$ cat src/pkg/ddsw_pkg.sv
/*
 Shared types, field positions and reset values for the dual DAC serial
 word decoder. Assumes a 16-bit command word shifted in MSB first.
*/
package ddsw_pkg;
    localparam int WORD_BITS = 16;
    localparam int TGT_HI_POS = 15;
    localparam int SPEED_POS = 14;
    localparam int PWR_POS = 13;
    localparam int TGT_LO_POS = 12;
    localparam int CODE_MSB_POS = 11;
    localparam int CODE_LSB_POS = 4;
    localparam int REF_HI_POS = 1;
    localparam int REF_LO_POS = 0;

    localparam logic [4:0] CNT_ZERO = 5'h00;
    localparam logic [4:0] CNT_ONE = 5'h01;
    localparam logic [4:0] CNT_LAST = 5'h0F;
    localparam logic [15:0] WORD_RESET = 16'h0000;
    localparam logic [7:0] CODE_RESET = 8'h00;

    typedef enum logic [1:0] {
        TGT_B_AND_BUF = 2'h0,
        TGT_BUF_ONLY = 2'h1,
        TGT_A_XFER_B = 2'h2,
        TGT_CONTROL = 2'h3
    } ddsw_target_t;

    typedef enum logic [1:0] {
        REF_EXT_LO = 2'h0,
        REF_INT_1V024 = 2'h1,
        REF_INT_2V048 = 2'h2,
        REF_EXT_HI = 2'h3
    } ddsw_ref_t;

    typedef enum logic [1:0] {
        ST_IDLE = 2'h0,
        ST_SHIFT = 2'h1,
        ST_WAIT_RISE = 2'h2,
        ST_DONE = 2'h3
    } ddsw_state_t;

    typedef struct packed {
        logic sclk;
        logic din;
        logic cs_n;
    } ddsw_pins_t;

    typedef struct packed {
        ddsw_ref_t ref_sel;
        logic fast;
        logic pdown;
    } ddsw_ctrl_t;

    typedef struct packed {
        logic [7:0] first;
        logic [7:0] second;
        logic [7:0] buffer;
        ddsw_ctrl_t ctrl;
    } ddsw_dac_t;

    localparam ddsw_pins_t PINS_RESET = '{sclk: 1'h0, din: 1'h0, cs_n: 1'h1};
    localparam ddsw_ctrl_t CTRL_RESET = '{ref_sel: REF_EXT_LO, fast: 1'h0, pdown: 1'h0};
    localparam ddsw_dac_t DAC_RESET = '{first: CODE_RESET, second: CODE_RESET,
                                        buffer: CODE_RESET, ctrl: CTRL_RESET};
endpackage

$ cat src/ddsw_sync.sv
/*
 Two-flop synchroniser for the three serial pins.
 Assumes the pins are asynchronous to the core clock.
*/
`timescale 1ns/1ps
module ddsw_sync
    import ddsw_pkg::*;
(
    input wire logic clk_in,
    input wire logic reset_in,
    input wire ddsw_pins_t pins_in,
    output ddsw_pins_t pins_out
);
    ddsw_pins_t meta_reg;
    ddsw_pins_t meta_next;
    ddsw_pins_t stable_reg;
    ddsw_pins_t stable_next;

    always_comb
    begin
        meta_next = pins_in;
        stable_next = meta_reg;
    end

    always_ff @(posedge clk_in)
    begin
        if (reset_in)
        begin
            meta_reg <= PINS_RESET;
            stable_reg <= PINS_RESET;
        end
        else
        begin
            meta_reg <= meta_next;
            stable_reg <= stable_next;
        end
    end

    assign pins_out = stable_reg;
endmodule

$ cat src/ddsw_top.sv
/*
 Serial command word decoder for a dual 8-bit DAC: shift register, target
 latches, holding buffer and control register. Assumes the serial clock is
 well below MCLK_IN/4 so every pin edge is seen after synchronisation.
*/
// Behaviour
// Bits shift in MSB first, one per serial clock falling edge after select falls.
// At 16 bits, or an earlier select rise, the word goes to the chosen latch.
// Select 00 writes second output and buffer, 01 buffer, 10 first output plus buffer to second, 11 control.
// Top four bits are target pair, speed and power bits; lower twelve carry data.
// The controller puts the 8-bit code in the top data bits and zeros the low four.
// A control write uses only the two lowest data bits for the reference.
// Reference code 00 external, 01 internal 1.024 V, 10 internal 2.048 V, 11 external.
// The controller picks an external code whenever it drives the reference pin.
// A first-output write takes effect on the serial clock rise after the last bit.
// A transfer write moves both outputs together on that rising edge.
// Simultaneous update is buffer-only write then transfer write; second output holds meanwhile.
// Select 00 updates buffer and second output at word end.
// Speed bit one selects fast settling, zero slow, in every word.
// Power bit one in any word powers down; zero means normal operation.
// The reference setting survives later DAC writes.
// A new select fall restarts bit counting; a short word never merges with the next. The code keeps older bits above a short word's own.
`timescale 1ns/1ps
module ddsw_top
    import ddsw_pkg::*;
(
    input wire logic MCLK_IN,
    input wire logic RESET_IN,
    input wire logic SCLK_IN,
    input wire logic DIN_IN,
    input wire logic CS_N_IN,
    output logic [7:0] OUTPUT_FIRST_CODE_OUT,
    output logic [7:0] OUTPUT_SECOND_CODE_OUT,
    output logic [7:0] BUFFER_CODE_OUT,
    output logic [1:0] REF_SELECT_OUT,
    output logic FAST_SETTLE_OUT,
    output logic POWER_DOWN_OUT,
    output logic WORD_LOADED_OUT
);
    ddsw_pins_t pins_raw;
    ddsw_pins_t pins_s;
    ddsw_pins_t prev_reg;
    ddsw_pins_t prev_next;
    logic sclk_fall;
    logic sclk_rise;
    logic cs_fall;
    logic cs_rise;

    ddsw_state_t state_reg;
    ddsw_state_t state_next;
    logic [4:0] cnt_reg;
    logic [4:0] cnt_next;
    logic [15:0] shift_reg;
    logic [15:0] shift_next;
    ddsw_dac_t dac_reg;
    ddsw_dac_t dac_next;
    logic loaded_reg;
    logic loaded_next;
    logic apply_now;

    // Target decode and field routing of one complete word
    function automatic ddsw_dac_t apply_word(input ddsw_dac_t cur, input logic [15:0] w);
        ddsw_dac_t nxt;
        logic [7:0] code;
        nxt = cur;
        code = w[CODE_MSB_POS:CODE_LSB_POS];
        nxt.ctrl.fast = w[SPEED_POS];
        nxt.ctrl.pdown = w[PWR_POS];
        unique case (ddsw_target_t'({w[TGT_HI_POS], w[TGT_LO_POS]}))
            TGT_B_AND_BUF:
            begin
                nxt.second = code;
                nxt.buffer = code;
            end
            TGT_BUF_ONLY: nxt.buffer = code;
            TGT_A_XFER_B:
            begin
                nxt.first = code;
                nxt.second = cur.buffer;
            end
            TGT_CONTROL: nxt.ctrl.ref_sel = ddsw_ref_t'(w[REF_HI_POS:REF_LO_POS]);
        endcase
        // Reference only changes on a control write
        return nxt;
    endfunction

    assign pins_raw = '{sclk: SCLK_IN, din: DIN_IN, cs_n: CS_N_IN};

    ddsw_sync u_sync (
        .clk_in(MCLK_IN),
        .reset_in(RESET_IN),
        .pins_in(pins_raw),
        .pins_out(pins_s)
    );

    always_comb
    begin
        prev_next = pins_s;
    end

    always_ff @(posedge MCLK_IN)
    begin
        if (RESET_IN)
            prev_reg <= PINS_RESET;
        else
            prev_reg <= prev_next;
    end

    assign sclk_fall = prev_reg.sclk & ~pins_s.sclk;
    assign sclk_rise = ~prev_reg.sclk & pins_s.sclk;
    assign cs_fall = prev_reg.cs_n & ~pins_s.cs_n;
    assign cs_rise = ~prev_reg.cs_n & pins_s.cs_n;

    always_comb
    begin
        state_next = state_reg;
        cnt_next = cnt_reg;
        shift_next = shift_reg;
        dac_next = dac_reg;
        loaded_next = 1'h0;
        apply_now = 1'h0;
        if (cs_fall)
        begin
            state_next = ST_SHIFT;
            cnt_next = CNT_ZERO;
        end
        else
        begin
            unique case (state_reg)
                ST_IDLE:
                begin
                    state_next = ST_IDLE;
                end
                ST_SHIFT:
                begin
                    if (cs_rise)
                    begin
                        // Empty frame carries nothing to load
                        apply_now = (cnt_reg != CNT_ZERO);
                        state_next = ST_IDLE;
                    end
                    else if (sclk_fall)
                    begin
                        shift_next = {shift_reg[WORD_BITS-2:0], pins_s.din};
                        cnt_next = cnt_reg + CNT_ONE;
                        if (cnt_reg == CNT_LAST)
                            state_next = ST_WAIT_RISE;
                    end
                end
                ST_WAIT_RISE:
                begin
                    if (cs_rise)
                    begin
                        apply_now = 1'h1;
                        state_next = ST_IDLE;
                    end
                    else if (sclk_rise)
                    begin
                        apply_now = 1'h1;
                        state_next = ST_DONE;
                    end
                end
                ST_DONE:
                begin
                    // Clocks past the 16th are dropped until select rises
                    if (cs_rise)
                        state_next = ST_IDLE;
                end
            endcase
        end
        if (apply_now)
        begin
            dac_next = apply_word(dac_reg, shift_reg);
            loaded_next = 1'h1;
        end
    end

    always_ff @(posedge MCLK_IN)
    begin
        if (RESET_IN)
        begin
            state_reg <= ST_IDLE;
            cnt_reg <= CNT_ZERO;
            shift_reg <= WORD_RESET;
            dac_reg <= DAC_RESET;
            loaded_reg <= 1'h0;
        end
        else
        begin
            state_reg <= state_next;
            cnt_reg <= cnt_next;
            shift_reg <= shift_next;
            dac_reg <= dac_next;
            loaded_reg <= loaded_next;
        end
    end

    assign OUTPUT_FIRST_CODE_OUT = dac_reg.first;
    assign OUTPUT_SECOND_CODE_OUT = dac_reg.second;
    assign BUFFER_CODE_OUT = dac_reg.buffer;
    assign REF_SELECT_OUT = dac_reg.ctrl.ref_sel;
    assign FAST_SETTLE_OUT = dac_reg.ctrl.fast;
    assign POWER_DOWN_OUT = dac_reg.ctrl.pdown;
    assign WORD_LOADED_OUT = loaded_reg;
endmodule

$ cat config.mk
export PLATFORM = sky130hd
export DESIGN_NAME = ddsw_top
export DESIGN_NICKNAME = d
export VERILOG_FILES = /design/src/pkg/ddsw_pkg.sv /design/src/ddsw_sync.sv /design/src/ddsw_top.sv
export SDC_FILE = /design/constraint.sdc
export NUM_CORES = 1
export LEC_CHECK = 0
export BUFFER_PORTS_ARGS = -buffer_cell sky130_fd_sc_hd__buf_2
export CORE_AREA = 3 3 86 88
export CTS_BUF_LIST = sky130_fd_sc_hd__clkbuf_4 sky130_fd_sc_hd__clkbuf_8
export DETAILED_ROUTE_END_ITERATION = 10
export DIE_AREA = 0 0 89 91
export MAX_ROUTING_LAYER = met4
export PLACE_DENSITY_LB_ADDON = 0.3
export SETUP_SLACK_MARGIN = 0.02
export SYNTH_ARGS = -nofsm -noshare
export SYNTH_HDL_FRONTEND = slang
export SYNTH_SLANG_ARGS = --single-unit
$ cat constraint.sdc
create_clock -name MCLK_IN -period 2.3 [get_ports MCLK_IN]
set_input_delay 0.46 -clock MCLK_IN [delete_from_list [all_inputs] [get_ports MCLK_IN]]
set_output_delay 0.46 -clock MCLK_IN [all_outputs]
set_load 0.005 [all_outputs]
==> results of run 1 <==
[routing by layer]
layer  global-route usage (%)  vias up
met2                     19.3       33
met4                     4.84        0
met1                     19.9      906
met3                     4.63        5
met5                        -        -
li1                         -     1036
[cells by family after synthesis]
| group | Yosys count | share of synthesized area (%) |
|---|---|---|
| muxes | 26 | 10.2 |
| buffers and inverters | 26 | 3.81 |
| xor gates and xnor gates | 3 | 0.987 |
| adders and majority gates | 8 | 3.76 |
| AOI/OAI and AO/OA | 47 | 11.7 |
| DFF | 60 | 45.1 |
| and+or+nand+nor | 122 | 24.4 |
[placed cells by master (no fill, tap or decap), types with 9 or more instances in the layout]
cell type | synthesis | layout
nor2b_1 | 17 | 17
mux2i_1 | 18 | 18
nand2_1 | 50 | 50
dfxtp_1 | 60 | 60
a21oi_1 | 31 | 31
inv_1 | 9 | 9
nand2b_1 | 30 | 30
buf_2 | 3 | 33
clkbuf_8 | 0 | 10
[area by class of cell]
class | count | area, µm² | share of cell area (%)
clock buffers | 11 | 145 | 4.67
clock inverters | 5 | 75.1 | 2.41
inverters | 9 | 33.8 | 1.09
multi-input cells | 206 | 1360 | 43.7
flip-flops and latches | 60 | 1200 | 38.6
well taps | 80 | 100 | 3.22
repair buffers | 37 | 195 | 6.28
[power by group]
group / total (W) / internal [W] / switching, W
Combinational: 0.000109 / 0.0000444 / 0.0000648
Clock: 0.00105 / 0.000646 / 0.000404
Sequential: 0.00106 / 0.00105 / 0.00000692
[metrics by stage]
| step | power [W] | hold WS [ps] | instances |
|---|---|---|---|
| finish | 0.00222 | 307 | 408 |
| global route | 0.00231 | 299 | 408 |
| CTS | 0.00224 | 290 | 408 |
| detailed placement | 0.00119 | 392 | 392 |
| global placement | 0.00119 | 392 | 392 |
| floorplan | 0.00117 | 389 | 292 |
[critical path: cells and delay by family (launching register included)]
family	cells	cell delay, ps
DFF	1	360
AOI/OAI and AO/OA	1	370
buffers and inverters	1	70
muxes	1	380
adders and majority gates	1	320
and+or+nand+nor	2	510
[path summary, 6_finish.rpt]
check | slack, ps | cells after the start | endpoint | startpoint
hold / removal | 310 | 2 | u_sync.meta_reg[0] | CS_N_IN
hold reg to reg | 410 | 1 | u_sync.pins_out[0] | u_sync.meta_reg[0]
setup reg to reg | 180 | 6 | OUTPUT_SECOND_CODE_OUT[0] | state_reg[0]
setup / recovery | 180 | 6 | OUTPUT_SECOND_CODE_OUT[0] | state_reg[0]
==> metrics, run 1 <==
status completed; # H-tree levels 3; setup TNS 0 ps; worst path cell trace inv_1 -> ha_1 -> nor2_2 -> nand4_4 -> a21oi_4 -> mux2_2; I/O Pins 34; drt via density a little under 5; GR Overflow Total 0; DP Area 0.00289 mm²; Syn Inst Count a little under 300; All-Layer GR Usage around 14%; dpl hpwl about 3.5 mm; FP Rows 30; syn nets slightly above 300; Tightest Pin Transition around 670 ps; Syn Area/Cell 9.12 µm²; Root Buffer clkbuf_8; met2 routed WL around 2.3 mm; Max stage delay on crit path around 380 ps; clk_lat worst skew between 300 and 400 ps; Die X 89 µm; port bufs 33; synth cell count leaders 60 x dfxtp_1, 50 x nand2_1, 31 x a21oi_1, 30 x nand2b_1, 18 x mux2i_1; post-CTS sizing 0; Tcrit/Tclk final about 92%; # fillers between 600 and 700; Final Core Density 46.3%; slowest CP cell mux2_2; vias around 2000; Max VDD drop ~0.44 mV; most frequent cell after synthesis dfxtp_1; Seq/Total Area, Yosys between 40% and 50%; RePlAce Congestion roughly 0.82; Die ar. 0.00810 mm²; Slew HR 55.5%; Initial DRT Pass Iterations 4; Startpoint Class flip-flop; die height ~91 µm; Clock Skew between 8 and 9 ps; met3 wire len 177 µm; Wirelength per Cell 12.5 µm; Crit Path Category flip-flop to flip-flop; largest net degree at the start of global routing 46; worst setup margin approximately 180 ps; Initial Util about two fifths; CTS tree done; max layer used met4; Seq cells post-synth 60; max reg flops 16; fraction of layout cells with a size suffix above 1 22.6%; Post-CTS Hold Fix Bufs 0; share of the synthesized area in the top cell type ~45%; Worst Hold Class input pin to flip-flop; global-route wire length before repair about 8.7 mm; n_diodes 0; max_cap viols 0; ys async rst share 0%; CTS max path bufs 2; Post-Syn Area approximately 0.0027 mm²; setup bufs post-CTS 0; unrepaired setup endpoints after global routing no; Critical Path RT 2520 ps; worst-path maximum fanout 8; max frequency approximately 0.47 GHz; largest cells by area after synthesis dfxtp_1 45%, nand2_1 7.0%, nand2b_1 7.0%; number of DRC markers in iteration 0 120; core outline area between 0.006 and 0.007 mm²; routed wire length 5.11 mm; vias in the first global route 1811; Synth Warn # 0; arrival time of the worst setup path about 2300 ps; Post-Route M1 WL 2.62 mm; Pleak 1.21 nW; pre-CTS setup slack 186 ps; post-synth top area cell dfxtp_1; Setup violations, final 0; Post-synth EDFFs 0; Post-route DRC 0; TritonCTS Buffers 9; Sink Count 60; final hold viol count 0; max-slew violations 0; final net count between 300 and 400; count of cell types in the netlist 36; crit path capture type flip-flop; CTS clk-pin slew, worst paths 70 ps; design area just over 0.003 mm²; Area Growth Syn to Fin 16.8%; Power Density ~700 mW/mm²; time the worst path needs with I/O delays and setup ~2100 ps; top_reg_cell synth dfxtp_1; DRT antenna net count 0; initial antenna violation count 0
Power figures use the tool's default switching activity.
==> run 2: changes to the inputs <==
--- a/config.mk
+++ b/config.mk
@@ -6,10 +6,10 @@
 export NUM_CORES = 1
 export LEC_CHECK = 0
 export BUFFER_PORTS_ARGS = -buffer_cell sky130_fd_sc_hd__buf_2
-export CORE_AREA = 3 3 86 88
+export CORE_AREA = 3 3 77 98
 export CTS_BUF_LIST = sky130_fd_sc_hd__clkbuf_4 sky130_fd_sc_hd__clkbuf_8
 export DETAILED_ROUTE_END_ITERATION = 10
-export DIE_AREA = 0 0 89 91
+export DIE_AREA = 0 0 80 101
 export MAX_ROUTING_LAYER = met4
 export PLACE_DENSITY_LB_ADDON = 0.3
 export SETUP_SLACK_MARGIN = 0.02
==> run 2 against run 1 <==
Net effect: die area down 0.23%; clock power rose by 6%; clock skew fell by 2.2 ps; maximum frequency is 1.3% higher; sequential share of layout area decreased by 0.40 points; flip-flop and latch count stayed put; global-route usage decreased by 0.16 points; via count hardly changed; combinational power barely moved; clock-buffer cell count increased by 2; final cell count up 2.5%; worst setup slack better by 27 ps; largest cell class unchanged; largest power group is now the clock network.
==> metrics, run 2 (synthesis results as in run 1) <==
Die ar. 0.00808 mm² (was 0.00810 mm²); CTS max path bufs 2 (unchanged); port bufs 33 (unchanged); Logic pwr share 4.8% (was 4.9%); GR Overflow Total 0 (unchanged); Startpoint Class flip-flop (unchanged); worst-path maximum fanout 8 (unchanged); TritonCTS Buffers 9 (unchanged); unrepaired setup endpoints after global routing no (unchanged); clk_lat worst skew 330 ps (about the same); Pleak 1.21 nW (about the same); Slew HR 60.4% (was 55.5%); Worst Setup SP state_reg[0] (unchanged); final hold viol count 0 (unchanged); routed wire length 5.04 mm (was 5.11 mm); fraction of layout cells with a size suffix above 1 22.6% (unchanged); DRT antenna net count 0 (unchanged); Die X 80 µm (was 89 µm); die height 101 µm (was 91 µm); setup TNS 0 ps (unchanged); largest net degree at the start of global routing 34 (was 46); CTS tree done (unchanged); design internal power 0.00180 W (was 0.00174 W); hold path start CS_N_IN (unchanged); initial antenna violation count 0 (unchanged); max-slew violations 0 (unchanged); Worst Hold Class input pin to flip-flop (unchanged); Initial Util 39.1% (was 39.6%); core outline area 0.00681 mm² (was 0.00672 mm²); final net count 336 (unchanged); Post-CTS Hold Fix Bufs 0 (unchanged); All-Layer GR Usage 14.1% (was 14.2%); Crit Path Category flip-flop to flip-flop (unchanged); I/O Pins 34 (unchanged); # H-tree levels 3 (unchanged); max frequency 0.478 GHz (was 0.472 GHz); Flop pwr share 46.4% (was 47.7%); Initial DRT Pass Iterations 4 (unchanged); Clock Skew 6.59 ps (was 8.83 ps); Setup violations, final 0 (unchanged); clock network power share 48.7% (was 47.4%); global-route wire length before repair 8.60 mm (was 8.73 mm); RePlAce Congestion 0.740 (was 0.824); Max VDD drop 0.399 mV (was 0.444 mV); n_diodes 0 (unchanged); number of DRC markers in iteration 0 119 (was 120); # fillers 672 (was 649); time the worst path needs with I/O delays and setup 2090 ps (was 2120 ps); Power Density 723 mW/mm² (was 712 mW/mm²); post-CTS sizing 0 (unchanged); P_sw 0.000469 W (was 0.000476 W); Wirelength per Cell 12.1 µm (was 12.5 µm); Root Buffer clkbuf_8 (unchanged); drt via density 4.73 (was 4.85); total design power 0.00227 W (was 0.00222 W); Post-route DRC 0 (unchanged); Area Growth Syn to Fin 18.0% (was 16.8%); Sink Count 60 (unchanged); Net Sw Frac 20.6% (was 21.5%); Tcrit/Tclk final 91.0% (was 92.1%); max reg flops 16 (unchanged); max_cap viols 0 (unchanged); most common cell after layout, fill and taps aside dfxtp_1 (unchanged); status completed (unchanged); Tightest Pin Transition 592 ps (was 665 ps); Critical Path RT 2520 ps (about the same); setup bufs post-CTS 0 (unchanged); FP Rows 34 (was 30); dpl hpwl 3.54 mm (was 3.53 mm); arrival time of the worst setup path 2310 ps (was 2340 ps); crit path capture type flip-flop (unchanged); vias 1979 (was 1980); CTS clk-pin slew, worst paths 70 ps (about the same); commonest cells after routing, fill and taps aside 60 x dfxtp_1, 50 x nand2_1, 33 x buf_2 (unchanged); reg-to-reg startpoint state_reg[0] (unchanged); vias in the first global route 1790 (was 1811)
[run 2: changes by cell type in the layout (fill, tap and decap cells not counted)]
cell and delta:
clkbuf_8 +2, clkinvlp_4 +1, clkinv_2 -3
[run 2: area by class of cell]
cell class	instances	area (µm²)	share of cell area (%)
well taps	90	113	3.58
clock buffers	13	173	5.49
flip-flops and latches	60	1200	38.2
clock inverters	3	67.6	2.15
repair buffers	37	195	6.21
inverters	9	33.8	1.07
multi-input cells	206	1360	43.3
[run 2: worst paths after layout]
check                         endpoint  slack (ps)  depth (start not counted)
max          OUTPUT_SECOND_CODE_OUT[0]         210                          6
min                 u_sync.meta_reg[0]         310                          2
max reg2reg  OUTPUT_SECOND_CODE_OUT[0]         210                          6
min reg2reg         u_sync.pins_out[0]         410                          1
[run 2: metrics by stage]
step,area (µm²),setup WS (ps),util [%],hold WS (ps),std cells
3_3_place_gp,2900,253,42.6,391,402
6_report,3140,208,46.2,306,418
4_1_cts,3140,190,46.2,293,418
5_1_grt,3140,27.0,46.2,291,418
2_1_floorplan,2660,377,-,389,292
3_5_place_dp,2900,198,42.6,396,402
[run 2: power by group through the flow]
stage	Clock, W	Sequential (W)	Combinational, W
global placement	0	0.00108	0.000109
floorplan	0	0.00108	0.0000902
finish	0.00111	0.00106	0.000110
global route	0.00118	0.00106	0.000124
CTS	0.00114	0.00106	0.000111
detailed placement	0	0.00108	0.000110
[run 2: metal layers]
layer  GRT usage [%]  part of all wire, %
met1            19.0                   49
met2            19.5                   45
met3            4.29                  3.5
met4            5.85                  1.7
met5               -                    0
[run 2: worst max-delay path: stages (launching register included)]
cell     delay (ps)
dfxtp_1         360
inv_1            70
ha_1            310
nor2_2          280
nand4_4         250
a21oi_4         350
mux2_2          370
